==> config.mk <==
export PLATFORM = sky130hd
export DESIGN_NAME = scm_device_flat
export DESIGN_NICKNAME = d
export VERILOG_FILES = /design/src/scm_pkg.sv /design/src/scm_link_if.sv /design/src/sync2.sv /design/src/scm_device.sv /design/src/flat_wrapper.sv
export SDC_FILE = /design/constraint.sdc
export NUM_CORES = 1
export LEC_CHECK = 0
export BUFFER_PORTS_ARGS = -buffer_cell sky130_fd_sc_hd__buf_2
export CORE_ASPECT_RATIO = 1.4
export CORE_UTILIZATION = 60
export CTS_BUF_LIST = sky130_fd_sc_hd__clkbuf_8
export DETAILED_ROUTE_END_ITERATION = 8
export PLACE_DENSITY_LB_ADDON = 0.15
export SYNTH_ARGS = -nofsm -noshare
export SYNTH_HDL_FRONTEND = slang
export SYNTH_SLANG_ARGS = --single-unit
==> constraint.sdc <==
create_clock -name i_sys_clk -period 2.8 [get_ports i_sys_clk]
set_clock_uncertainty 0.15 [all_clocks]
set_input_delay 0 -clock i_sys_clk [delete_from_list [all_inputs] [get_ports i_sys_clk]]
set_output_delay 0 -clock i_sys_clk [all_outputs]
set_load 0.05 [all_outputs]
==> src/scm_pkg.sv <==
package scm_pkg;
   // ==========================================================
   // clock and link framing
   localparam int CLK_HZ     = 125_000_000;
   localparam int CLK_MHZ    = CLK_HZ / 1_000_000;
   localparam int FRAME_BITS = 16;

   // ==========================================================
   // command word layout and reset values
   localparam int         CMD_IRQ_EN_LSB = 0;
   localparam int         CMD_TYPE_A_BIT = 8;
   localparam int         CMD_TYPE_B_BIT = 9;
   localparam int         CMD_DIRECT_BIT = 10;
   localparam logic [7:0] IRQ_EN_RESET   = 8'hFF;
   localparam logic       TYPE_RESET     = 1'b0;
   localparam logic       DIRECT_RESET   = 1'b0;

   // ==========================================================
   // status word layout
   localparam int ST_SW_LSB  = 0;
   localparam int ST_HOT_BIT = 8;
   localparam int ST_WD_BIT  = 9;
   localparam int ST_UV_BIT  = 10;

   // ==========================================================
   // supervisor timing
   localparam int T_RST_US      = 21000;
   localparam int RST_PULSE_CYC = T_RST_US * CLK_MHZ;
   localparam int WD1_RATIO     = 4;
   localparam int WD2_RATIO     = 8;
   localparam int T_DEB_US      = 5900;
   localparam int DEB_SAMPLES   = 4;
   localparam int DEB_TICK_CYC  =
      (T_DEB_US * CLK_MHZ + DEB_SAMPLES - 1) / DEB_SAMPLES;

   // ==========================================================
   // host serial clock: at most 5 MHz, half period rounded up
   localparam int SPI_F_MAX_KHZ = 5000;
   localparam int SCLK_HALF_CYC =
      (CLK_HZ / 1000 + 2 * SPI_F_MAX_KHZ - 1) / (2 * SPI_F_MAX_KHZ);

   // ==========================================================
   // host register map (byte offsets) and fields
   localparam logic [7:0] REG_TX        = 8'h00;
   localparam logic [7:0] REG_RX        = 8'h04;
   localparam logic [7:0] REG_STAT      = 8'h08;
   localparam logic [7:0] REG_PINS      = 8'h0C;
   localparam int         STAT_BUSY_BIT = 0;
   localparam int         STAT_INT_BIT  = 1;
   localparam int         STAT_RST_BIT  = 2;
   localparam int         PINS_KICK_BIT = 0;
   localparam int         PINS_OFF_BIT  = 1;
   localparam logic [1:0] RESP_OKAY     = 2'h0;
   localparam logic [1:0] RESP_SLVERR   = 2'h2;
endpackage

==> src/scm_link_if.sv <==
`timescale 1ns/1ps
interface scm_link_if;
   // host driven pins
   logic sclk;
   logic cs_n;
   logic mosi;
   logic wdog_kick;
   logic ldo_off_n;
   // device drives and enables
   logic miso_o;
   logic miso_oe;
   logic int_oe;
   logic rst_oe;
   // resolved wire levels
   logic miso;
   logic int_n;
   logic rst_n;

   // ==========================================================
   // wire resolution: released data reads low, open drains pull up
   assign miso  = miso_oe & miso_o;
   assign int_n = ~int_oe;
   assign rst_n = ~rst_oe;

   modport dev (input sclk, cs_n, mosi, wdog_kick, ldo_off_n, int_n,
                output miso_o, miso_oe, int_oe, rst_oe);
   modport host (output sclk, cs_n, mosi, wdog_kick, ldo_off_n,
                 input miso, int_n, rst_n);
endinterface // scm_link_if

==> src/sync2.sv <==
`timescale 1ns/1ps
module sync2 #(
   parameter int W = 1
) (
   // clock and reset
   input  wire logic         i_sys_clk,
   input  wire logic         i_rstn,
   // levels from outside the domain
   input  wire logic [W-1:0] i_async,
   output logic      [W-1:0] o_sync
);
   typedef struct packed {
      logic [W-1:0] meta;
      logic [W-1:0] sync;
   } sync_t;

   sync_t s;
   sync_t next_s;

   if (W < 1) begin : g_bad_w
      $error("sync2 width must be at least one");
   end

   // ==========================================================
   // first stage feeds only the second
   always_comb begin
      next_s      = s;
      next_s.meta = i_async;
      next_s.sync = s.meta;
   end

   always_ff @(posedge i_sys_clk or negedge i_rstn) begin
      if (!i_rstn) begin
         s <= '0;
      end else begin
         s <= next_s;
      end
   end

   assign o_sync = s.sync;
endmodule // sync2

==> src/scm_device.sv <==
`timescale 1ns/1ps
module scm_device import scm_pkg::*; #(
   parameter int RST_CYCLES = RST_PULSE_CYC,
   parameter int DEB_TICK   = DEB_TICK_CYC
) (
   // clock and reset
   input  wire logic       i_sys_clk,
   input  wire logic       i_rstn,
   // link to the host
   scm_link_if.dev         link,
   // switch and analog monitor levels
   input  wire logic [7:0] i_switch_ch,
   input  wire logic       i_uv_below,
   input  wire logic       i_thermal_hot,
   // regulator and mode pins
   input  wire logic       i_shutdown_n,
   input  wire logic       i_ldo_on_n,
   output logic            o_ldo_en,
   // pass-through and open-drain flag
   output logic            o_pass_out0,
   output logic            o_pass_out1,
   output logic            o_thermal_warn_n_oe
);
   localparam int WD1 = WD1_RATIO * RST_CYCLES;
   localparam int WD2 = WD2_RATIO * RST_CYCLES;
   localparam int WW  = $clog2(WD2 + 1);
   localparam int DW  = $clog2(DEB_TICK + 1);
   localparam logic [WW-1:0] WD1_LAST = WW'(WD1 - 1);
   localparam logic [WW-1:0] WD2_LAST = WW'(WD2 - 1);
   localparam logic [WW-1:0] RST_LAST = WW'(RST_CYCLES - 1);
   localparam logic [DW-1:0] DEB_LAST = DW'(DEB_TICK - 1);
   localparam logic [1:0]    SMP_LAST = 2'(DEB_SAMPLES - 1);
   localparam logic [4:0]    FRAME_N  = 5'(FRAME_BITS);

   if (RST_CYCLES < 1 || DEB_TICK < 1 || DEB_SAMPLES > 4) begin : g_bad
      $error("scm_device timing parameters out of range");
   end

   typedef struct packed {
      logic             sclk_d;
      logic             cs_d;
      logic             kick_d;
      logic [15:0]      rx;
      logic [15:0]      tx;
      logic [4:0]       bitcnt;
      logic             miso;
      logic             miso_oe;
      logic [7:0]       irq_en;
      logic             type_a;
      logic             type_b;
      logic             direct_sel;
      logic [DW-1:0]    deb_div;
      logic [7:0][1:0]  deb_cnt;
      logic [7:0]       sw_state;
      logic             int_sw;
      logic             int_wd;
      logic [WW-1:0]    wd_cnt;
      logic             rst_phase;
      logic             int_oe;
      logic             rst_oe;
      logic             hot_oe;
      logic             ldo_en;
      logic             pass0;
      logic             pass1;
   } dev_state_t;

   localparam dev_state_t ST_RESET = '{
      cs_d: 1'b1, irq_en: IRQ_EN_RESET, type_a: TYPE_RESET,
      type_b: TYPE_RESET, direct_sel: DIRECT_RESET, default: '0};

   dev_state_t s;
   dev_state_t next_s;

   logic [16:0] pin_async;
   logic [16:0] pin;
   logic        sclk;
   logic        cs_on;
   logic        cs_n;
   logic        mosi;
   logic        kick;
   logic        off_n;
   logic        on_n;
   logic        sd_n;
   logic        uv;
   logic        hot;
   logic [7:0]  raw;

   // ==========================================================
   // closed level per channel; 4-7 follow their pair type
   function automatic logic [7:0] to_closed(input logic [7:0] lvl,
                                            input logic ta,
                                            input logic tb);
      logic [7:0] c;
      c = ~lvl;
      if (ta) begin
         c[5:4] = lvl[5:4];
      end
      if (tb) begin
         c[7:6] = lvl[7:6];
      end
      return c;
   endfunction

   // ==========================================================
   // every pin crosses two flops before use; select is synced active
   // high so the cleared synchroniser reads deselected after reset
   assign pin_async = {link.sclk, ~link.cs_n, link.mosi, link.wdog_kick,
                       link.ldo_off_n, i_ldo_on_n, i_shutdown_n,
                       i_uv_below, i_thermal_hot, i_switch_ch};

   sync2 #(.W(17)) u_sync (
      .i_sys_clk (i_sys_clk),
      .i_rstn    (i_rstn),
      .i_async   (pin_async),
      .o_sync    (pin)
   );

   assign {sclk, cs_on, mosi, kick, off_n, on_n, sd_n, uv, hot, raw} = pin;
   assign cs_n = ~cs_on;

   // ==========================================================
   // whole next state
   always_comb begin
      logic       rise;
      logic       fall;
      logic       cs_rise;
      logic       tick;
      logic       chg;
      logic [7:0] closed;
      logic [7:0] vis;
      rise    = sclk & ~s.sclk_d;
      fall    = ~sclk & s.sclk_d;
      cs_rise = cs_n & ~s.cs_d;
      tick    = (s.deb_div == DEB_LAST);
      chg     = 1'b0;
      closed  = to_closed(raw, s.type_a, s.type_b);
      // direct channels are hidden from status and interrupts
      vis     = {6'h3F, {2{s.direct_sel}}};
      next_s  = s;
      next_s.sclk_d = sclk;
      next_s.cs_d   = cs_n;
      next_s.kick_d = kick;

      // serial port; a frame loads a fresh status snapshot
      if (~cs_n & s.cs_d) begin
         next_s.tx     = 16'h0000;
         next_s.tx[ST_SW_LSB +: 8] = s.sw_state & vis;
         next_s.tx[ST_HOT_BIT]     = hot;
         next_s.tx[ST_WD_BIT]      = s.int_wd;
         next_s.tx[ST_UV_BIT]      = uv;
         next_s.bitcnt = 5'h00;
      end else if (!cs_n) begin
         if (rise) begin
            next_s.miso = s.tx[15];
            next_s.tx   = {s.tx[14:0], 1'b0};
         end
         if (fall) begin
            next_s.rx = {s.rx[14:0], mosi};
            if (s.bitcnt != 5'h1F) begin
               next_s.bitcnt = s.bitcnt + 5'h01;
            end
         end
      end
      next_s.miso_oe = ~cs_n;

      // partial frames never touch the command word
      if (cs_rise && s.bitcnt == FRAME_N) begin
         next_s.irq_en     = s.rx[CMD_IRQ_EN_LSB +: 8];
         next_s.type_a     = s.rx[CMD_TYPE_A_BIT];
         next_s.type_b     = s.rx[CMD_TYPE_B_BIT];
         next_s.direct_sel = s.rx[CMD_DIRECT_BIT];
      end

      // debounce: shared tick, per channel run of equal samples
      next_s.deb_div = tick ? '0 : s.deb_div + DW'(1);
      if (tick && sd_n) begin
         for (int i = 0; i < 8; i++) begin
            if (closed[i] != s.sw_state[i]) begin
               if (s.deb_cnt[i] == SMP_LAST) begin
                  next_s.sw_state[i] = closed[i];
                  next_s.deb_cnt[i]  = 2'h0;
                  if (s.irq_en[i] && vis[i]) begin
                     chg = 1'b1;
                  end
               end else begin
                  next_s.deb_cnt[i] = s.deb_cnt[i] + 2'h1;
               end
            end else begin
               next_s.deb_cnt[i] = 2'h0;
            end
         end
      end
      // a new change beats the release by a transfer
      next_s.int_sw = chg | (s.int_sw & ~cs_rise);

      // watchdog; the reset pulse ignores kicks until it ends
      if (s.rst_phase) begin
         if (s.wd_cnt == RST_LAST) begin
            next_s.rst_phase = 1'b0;
            next_s.wd_cnt    = '0;
         end else begin
            next_s.wd_cnt = s.wd_cnt + WW'(1);
         end
      end else if (kick != s.kick_d) begin
         next_s.wd_cnt = '0;
         next_s.int_wd = 1'b0;
      end else if (s.wd_cnt == WD2_LAST) begin
         next_s.rst_phase = 1'b1;
         next_s.int_wd    = 1'b0;
         next_s.wd_cnt    = '0;
      end else begin
         next_s.wd_cnt = s.wd_cnt + WW'(1);
         if (s.wd_cnt == WD1_LAST) begin
            next_s.int_wd = 1'b1;
         end
      end

      // open-drain enables from next values so pins are flops
      next_s.int_oe = next_s.int_sw | next_s.int_wd;
      next_s.rst_oe = uv | next_s.rst_phase;
      next_s.hot_oe = hot;

      // regulator latch: on_n sets, off_n low releases
      next_s.ldo_en = sd_n & (~on_n | (s.ldo_en & off_n));

      // direct copies are plain levels, low while direct_sel is set
      next_s.pass0 = ~s.direct_sel & raw[0];
      next_s.pass1 = ~s.direct_sel & raw[1];
   end

   always_ff @(posedge i_sys_clk or negedge i_rstn) begin
      if (!i_rstn) begin
         s <= ST_RESET;
      end else begin
         s <= next_s;
      end
   end

   // ==========================================================
   // outputs straight from state
   assign link.miso_o         = s.miso;
   assign link.miso_oe        = s.miso_oe;
   assign link.int_oe         = s.int_oe;
   assign link.rst_oe         = s.rst_oe;
   assign o_ldo_en            = s.ldo_en;
   assign o_pass_out0         = s.pass0;
   assign o_pass_out1         = s.pass1;
   assign o_thermal_warn_n_oe = s.hot_oe;
endmodule // scm_device

==> src/flat_wrapper.sv <==
// flat-port wrapper written by rule: the top's interface ports become plain ports
module scm_device_flat import scm_pkg::*;
#(
   parameter int RST_CYCLES = RST_PULSE_CYC,
   parameter int DEB_TICK   = DEB_TICK_CYC
)
  (i_sys_clk, i_rstn, i_switch_ch, i_uv_below, i_thermal_hot, i_shutdown_n, i_ldo_on_n, o_ldo_en, o_pass_out0, o_pass_out1, o_thermal_warn_n_oe, link_sclk, link_cs_n, link_mosi, link_wdog_kick, link_ldo_off_n, link_miso_o, link_miso_oe, link_int_oe, link_rst_oe);
  scm_link_if link_i ();
  input  wire logic i_sys_clk;
  input  wire logic i_rstn;
  input  wire logic [7:0] i_switch_ch;
  input  wire logic i_uv_below;
  input  wire logic i_thermal_hot;
  input  wire logic i_shutdown_n;
  input  wire logic i_ldo_on_n;
  output logic o_ldo_en;
  output logic o_pass_out0;
  output logic o_pass_out1;
  output logic o_thermal_warn_n_oe;
  input wire logic [$bits(link_i.sclk)-1:0] link_sclk;
  input wire logic [$bits(link_i.cs_n)-1:0] link_cs_n;
  input wire logic [$bits(link_i.mosi)-1:0] link_mosi;
  input wire logic [$bits(link_i.wdog_kick)-1:0] link_wdog_kick;
  input wire logic [$bits(link_i.ldo_off_n)-1:0] link_ldo_off_n;
  output wire logic [$bits(link_i.miso_o)-1:0] link_miso_o;
  output wire logic [$bits(link_i.miso_oe)-1:0] link_miso_oe;
  output wire logic [$bits(link_i.int_oe)-1:0] link_int_oe;
  output wire logic [$bits(link_i.rst_oe)-1:0] link_rst_oe;
  assign link_i.sclk = link_sclk;
  assign link_i.cs_n = link_cs_n;
  assign link_i.mosi = link_mosi;
  assign link_i.wdog_kick = link_wdog_kick;
  assign link_i.ldo_off_n = link_ldo_off_n;
  assign link_miso_o = link_i.miso_o;
  assign link_miso_oe = link_i.miso_oe;
  assign link_int_oe = link_i.int_oe;
  assign link_rst_oe = link_i.rst_oe;
  scm_device #(.RST_CYCLES(RST_CYCLES), .DEB_TICK(DEB_TICK)) u_core (.i_sys_clk(i_sys_clk), .i_rstn(i_rstn), .link(link_i), .i_switch_ch(i_switch_ch), .i_uv_below(i_uv_below), .i_thermal_hot(i_thermal_hot), .i_shutdown_n(i_shutdown_n), .i_ldo_on_n(i_ldo_on_n), .o_ldo_en(o_ldo_en), .o_pass_out0(o_pass_out0), .o_pass_out1(o_pass_out1), .o_thermal_warn_n_oe(o_thermal_warn_n_oe));
endmodule
==> impl_metrics.csv, run 1 <==
group,metric,value,unit
cts,clk_pin_slew,90,ps
global_route,overflow,0,
cells_and_area,layout-drive-gt1-share,0.189,
logic_synthesis,synth-compound-area-share,0.0731,
cts,cts_sinks,158,
logic_synthesis,synth-simple-area-share,0.169,
floorplan,die_x,90.7,µm
cells_and_area,fillers,771,
logic_synthesis,synthMuxAreaShare,0.0460,
logic_synthesis,ys_warn_count,0,
logic_synthesis,syn_area_per_cell,11.6,µm²
global_route,grt_max_degree,82,
critical_path,ff2ff_setup_slack,250,ps
timing,fin_crit_sh,0.912,
timing,worstMarginPinSlew,740,ps
logic_synthesis,synth.most_common_cell,"dfrtp_1",
logic_synthesis,synth_fa_ha_area_frac,0.0265,
logic_synthesis,ys_types,55,
logic_synthesis,syn_area,0.00661,mm²
routing,met1Wirelength,4970,µm
timing,layout_min_cycle_time,2550,ps
critical_path,worst-setup-path-type,"flop to flop",
timing,timing.fmax,392,MHz
logic_synthesis,synthArstFlopShare,1.00,
place,place_area,0.00695,mm²
timing,holdWs,-9.69,ps
logic_synthesis,synth.top_cells.by_area,"dfrtp_1 56%, mux2_2 4.6%, xor2_1 3.8%, dfstp_2 3.6%, nand2_1 3.1%",
logic_synthesis,synth_xor_area_frac,0.0663,
cts,cts_resized,0,
logic_synthesis,syn_inst,568,
critical_path,worstSetupStartpoint,"u_core.s[24]$_DFF_PN0_",
logic_synthesis,synth_edf_count,0,
floorplan,die_area,0.0114,mm²
pwr,power_density,589,mW/mm²
critical_path,cp-end-kind,"flop",
routing,dr.pass1.iters,5,
routing,drc,0,
place,finalWeightedCongestion,0.850,
timing,max-slew-margin-rel,0.507,
logic_synthesis,yosys_most_used_dff,"dfrtp_1",
global_route,grt_pass1_wl,21400,µm
routing,dr.first_iter.drc_count,224,
global_route,gr-usage-all-layers,0.239,
routing,wirelength,12200,µm
global_route,grt_pass1_vias,4549,
logic_synthesis,yosysSeqAreaShare,0.600,
logic_synthesis,synth.net_count,601,
critical_path,cp-endpoint,"u_core.s[31]$_DFF_PN0_",
routing,antenna_left,0,
pwr,vdd_ir_drop_max,0.000347,V
global_route,antenna_found_initial,0,
place,place.port_buffers,26,
logic_synthesis,synth_top_area_share,0.565,
pwr,leakagePower,3.56,nW
cts,cts_made_buffers,17,
routing,via_per_inst,5.59,
cts,htreeDepth,4,
routing,wl_met3,301,µm
logic_synthesis,yosysTopAreaCell,"dfrtp_1",
logic_synthesis,synth_top_cells_by_count,"149 x dfrtp_1, 55 x nand2_1, 52 x nor2_1",
cts,ctsHoldBuffers,18,
routing,dr_wl_met2,6700,µm
routing,via_count,4364,
cts,cts_setup_buffers,0,
routing,post_drt_wl_per_cell,15.6,µm
timing,rsz0062_at_grt,"false",
critical_path,reg2reg_to,"u_core.s[31]$_DFF_PN0_",
routing,highest_layer,"met4",
cells_and_area,fin_util,0.704,
critical_path,crit_path_max_fanout,13,
timing,slew_violations,0,
cts,clk_latency,440,ps
floorplan,chipHeight,126,µm
hold_path,hold_path_class,"input port to async pin",
floorplan,rows,45,
critical_path,r2r-start,"u_core.s[24]$_DFF_PN0_",
cells_and_area,diodes,0,
floorplan,io_pins,27,
cells_and_area,finalInstanceArea,0.00757,mm²
timing,setup_tns,0,ps
outcome,violations,"hold timing",
cells_and_area,syn2layout_area_growth,14.6,%
logic_synthesis,synth_top_family_by_area,"simple AND/OR/NAND/NOR gates",
outcome,status,"complete, but fails checks",
floorplan,core,0.0108,mm²
timing,setup_violations,0,
critical_path,required,2980,ps
cts,cts_root_buf,"clkbuf_8",
cts,cts_tree,"built",
job,drv_cap,0,
timing,hold_viol,2,
critical_path,ff2ff_path_depth,6,
cts,clockBufferDepth,2,
logic_synthesis,ys_seq_elements,158,
place,hpwlAfterDp,8190,µm
critical_path,start_kind,"flop",
cells_and_area,fin_nets,660,
floorplan,initial_core_util,0.614,
critical_path,cp.arrival,2730,ps
==> cell families (layout without fill, tap and decap cells) <==
group	after synthesis	in the layout
buf+inv	28	100
simple gates	217	217
flops	158	158
xor+xnor	50	50
fa+ha+maj	14	14
compound gates	74	74
mux	27	27
==> critical path: stages (launching register included) <==
cell and delay, ps:
dfrtp_1 430, or4_1 540, or4_4 550, o31ai_2 280, a21boi_4 210, buf_4 210, nor2_1 70
==> flip-flops by register name, summed over array words and instances, names as in the netlist <==
name	count
u_core.s	116
u_core.u_sync.next_s	17
u_core.u_sync.o_sync	17
u_core.link.int_oe	1
u_core.link.miso_o	1
u_core.link.miso_oe	1
u_core.link.rst_oe	1
u_core.o_ldo_en	1
u_core.o_pass_out0	1
u_core.o_pass_out1	1
u_core.o_thermal_warn_n_oe	1
==> how the worst min path moves through the flow <==
stage | startpoint | endpoint | slack [ps] | cells after the start
2_1_floorplan | i_rstn | u_core.link.int_oe$_DFF_PN0_ | -450 | 0
3_3_place_gp | i_rstn | u_core.s[89]$_DFFE_PN0P_ | -70 | 1
3_5_place_dp | i_rstn | u_core.s[89]$_DFFE_PN0P_ | -70 | 1
4_1_cts | i_rstn | u_core.s[89]$_DFFE_PN0P_ | 5 | 2
5_1_grt | link_mosi | u_core.u_sync.next_s[14]$_DFF_PN0_ | 20 | 2
6_report | i_rstn | u_core.s[89]$_DFFE_PN0P_ | -10 | 2
==> power breakdown <==
part           leakage (nW)  switching [mW]  internal (mW)
registers              2.05          0.0582           2.36
clock network         0.222           0.902          0.917
logic                  1.29           0.130         0.0928
==> layout make-up <==
cell class	instances	area, µm²	share of cell area
clock buffers	17	234	0.0309
clock inverters	15	199	0.0263
inverters	11	41.3	0.00546
multi-input cells	382	2520	0.334
flip-flops and latches	158	3970	0.524
well taps	141	176	0.0233
repair buffers	57	427	0.0564
==> stage by stage <==
stage,worst slack (ps),std cells,power [mW]
2_1_floorplan,351,568,2.56
3_3_place_gp,295,731,2.66
3_5_place_dp,267,731,2.67
4_1_cts,245,781,4.51
5_1_grt,117,781,4.63
6_report,248,781,4.46
==> routing by layer <==
metal	vias to the layer above	GRT usage
li1	2095	-
met1	2194	0.282
met2	61	0.420
met3	14	0.0495
met4	0	0.104
met5	-	0
==> placed cells by master (no fill, tap or decap), types with 5 or more instances in the layout <==
| master | instances |
|---|---|
| a21o_1 | 5 |
| xor2_1 | 29 |
| and3_1 | 6 |
| nand2_1 | 55 |
| and2_1 | 5 |
| buf_2 | 25 |
| clkbuf_8 | 17 |
| nand4_1 | 20 |
| dfrtp_1 | 149 |
| a21oi_1 | 16 |
| xnor2_1 | 21 |
| nor4_1 | 6 |
| ha_1 | 14 |
| nor2_1 | 52 |
| nor2b_1 | 7 |
| o21ai_0 | 23 |
| nor3b_1 | 11 |
| dfstp_2 | 9 |
| a31oi_1 | 6 |
| mux2_2 | 27 |
| buf_4 | 12 |
| inv_6 | 5 |
| dlygate4sd3_1 | 18 |
| inv_1 | 11 |
| nand3_1 | 24 |
(Power assumes the default switching activity.)
==> inputs of run 2 (changes only) <==
--- a/config.mk
+++ b/config.mk
@@ -5,11 +5,11 @@
 export SDC_FILE = /design/constraint.sdc
 export NUM_CORES = 1
 export LEC_CHECK = 0
-export BUFFER_PORTS_ARGS = -buffer_cell sky130_fd_sc_hd__buf_2
 export CORE_ASPECT_RATIO = 1.4
 export CORE_UTILIZATION = 60
 export CTS_BUF_LIST = sky130_fd_sc_hd__clkbuf_8
 export DETAILED_ROUTE_END_ITERATION = 8
+export DONT_BUFFER_PORTS = 1
 export PLACE_DENSITY_LB_ADDON = 0.15
 export SYNTH_ARGS = -nofsm -noshare
 export SYNTH_HDL_FRONTEND = slang
==> run 2 against run 1 <==
The flow still finishes with violations (hold timing). Maximum frequency barely moved. Core utilization decreased by 0.42 points. Largest cell class unchanged. Power is 4.8% lower. Hold slack worse by 900 ps. Cell count decreased by 1.8%. First-iteration DRC count is 19% lower. Die area is the same. Routed wire length about the same. Register-to-register slack about the same. Sequential power barely moved.
==> impl_metrics.csv, run 2 (synthesized netlist as in run 1, its figures left out) <==
group,metric,value,unit
timing,setup_tns,0,ps
cts,clockBufferDepth,2,
job,drv_cap,0,
timing,worstMarginPinSlew,634,ps
floorplan,die_area,0.0114,mm²
cts,cts_made_buffers,17,
cts,clk_latency,440,ps
routing,wirelength,12100,µm
cts,cts_tree,"built",
cts,htreeDepth,4,
pwr,vdd_ir_drop_max,0.000375,V
timing,setup_violations,0,
pwr,power_frac_clock,0.388,
timing,hold_viol,158,
place,hpwlAfterDp,7920,µm
pwr,p_sw,1.11,mW
cts,cts_setup_buffers,0,
routing,post_drt_wl_per_cell,15.8,µm
global_route,gr-usage-all-layers,0.233,
timing,rsz0062_at_grt,"false",
cells_and_area,largest_reg_flops,116,
global_route,antenna_found_initial,0,
timing,holdWs,-907,ps
timing,max-slew-margin-rel,0.573,
cells_and_area,diodes,0,
floorplan,io_pins,27,
routing,dr.pass1.iters,4,
routing,drc,0,
cells_and_area,largest_register,"u_core.s",
timing,layout_min_cycle_time,2550,ps
cts,cts_root_buf,"clkbuf_8",
cells_and_area,fin_nets,646,
cells_and_area,syn2layout_area_growth,13.9,%
routing,dr.first_iter.drc_count,182,
pwr,power_density,564,mW/mm²
cells_and_area,multi_input_area,0.00252,mm²
cts,clk_pin_slew,90,ps
place,finalWeightedCongestion,0.870,
critical_path,worst-setup-path-type,"flop to flop",
outcome,status,"complete, but fails checks",
cells_and_area,fillers,794,
cells_and_area,mostFrequentLayoutCells,"149 x dfrtp_1, 55 x nand2_1, 52 x nor2_1",
routing,via_count,4337,
floorplan,rows,45,
timing,fin_crit_sh,0.911,
pwr,p_seq_frac,0.573,
floorplan,die_x,90.7,µm
floorplan,chipHeight,126,µm
global_route,grt_pass1_vias,4409,
timing,slew_violations,0,
routing,antenna_left,0,
critical_path,start_kind,"flop",
place,place.port_buffers,0,
cells_and_area,layout-drive-gt1-share,0.145,
cts,ctsHoldBuffers,34,
floorplan,core,0.0108,mm²
timing,timing.fmax,392,MHz
pwr,sw_frac_of_total,0.262,
cts,cts_resized,0,
pwr,p_int,3.13,mW
outcome,violations,"hold timing",
floorplan,initial_core_util,0.614,
global_route,grt_max_degree,159,
cells_and_area,final-seq-area,0.00397,mm²
pwr,leakagePower,3.48,nW
cts,cts_sinks,158,
hold_path,hold_path_class,"input port to async pin",
critical_path,required,2980,ps
critical_path,crit_path_max_fanout,25,
global_route,grt_pass1_wl,20900,µm
pwr,p_comb_frac,0.038,
global_route,overflow,0,
cells_and_area,layout_commonest_cell,"dfrtp_1",
critical_path,cp-end-kind,"flop",
routing,via_per_inst,5.65,
critical_path,cp.arrival,2730,ps
==> run 2: cell types whose count changed in the layout (fill, tap and decap cells not counted), sizes merged <==
| cell | previous run | this run |
|---|---|---|
| buf | 39 | 9 |
| clkinvlp | 0 | 1 |
| inv | 19 | 23 |
| bufinv | 3 | 0 |
| clkinv | 4 | 2 |
| dlygate4sd3 | 18 | 34 |
==> run 2: critical path: stages (launching register included) <==
cell and delay [ps]:
dfrtp_1 420, or4_1 540, or4_4 540, o31ai_2 290, a21boi_4 240, buf_12 190, nor2_1 60
==> run 2: power by group through the flow <==
stage,clock [mW],combinational (mW),sequential [mW]
after global placement,0,0.123,2.47
final,1.65,0.163,2.43
after detailed placement,0,0.128,2.48
after global routing,1.78,0.181,2.44
after floorplan,0,0.109,2.45
after CTS,1.70,0.165,2.43
==> run 2: per-layer routing <==
metal	GRT usage	vias up	wire length (µm)
met2	0.409	74	6550
li1	-	2072	-
met5	0	-	0
met3	0.0435	21	249
met1	0.283	2170	5080
met4	0.0939	0	272
==> run 2: final timing paths <==
kind,start,to,slack [ps],cells after the start
setup / recovery,u_core.s[25]$_DFF_PN0_,u_core.s[27]$_DFF_PN0_,250,6
hold / removal,i_rstn,u_core.link.miso_o$_DFFE_PN0P_,-910,0
setup reg to reg,u_core.s[25]$_DFF_PN0_,u_core.s[27]$_DFF_PN0_,250,6
hold reg to reg,u_core.u_sync.next_s[16]$_DFF_PN0_,u_core.u_sync.o_sync[16]$_DFF_PN0_,210,0
max in group asynchronous,i_rstn,u_core.s[83]$_DFFE_PN1P_,3150,0
min in group i_sys_clk,u_core.u_sync.next_s[16]$_DFF_PN0_,u_core.u_sync.o_sync[16]$_DFF_PN0_,210,0
==> run 2: layout make-up <==
| cell class | instances | area share |
|---|---|---|
| clock buffer | 17 | 0.0311 |
| sequential | 158 | 0.527 |
| inverter | 11 | 0.00549 |
| tap | 141 | 0.0235 |
| clock inverter | 15 | 0.0213 |
| timing repair buffer | 43 | 0.0559 |
| multi-input combinational | 382 | 0.336 |
==> run 2: metrics by stage <==
stage | cells | utilization | cell area, µm² | worst slack, ps | power [mW]
finish | 767 | 0.699 | 7520 | 249 | 4.24
global route | 767 | 0.699 | 7520 | 116 | 4.41
floorplan | 568 | - | 6610 | 351 | 2.56
detailed placement | 701 | 0.631 | 6790 | 246 | 2.61
global placement | 701 | 0.631 | 6790 | 340 | 2.60
CTS | 767 | 0.699 | 7520 | 236 | 4.30
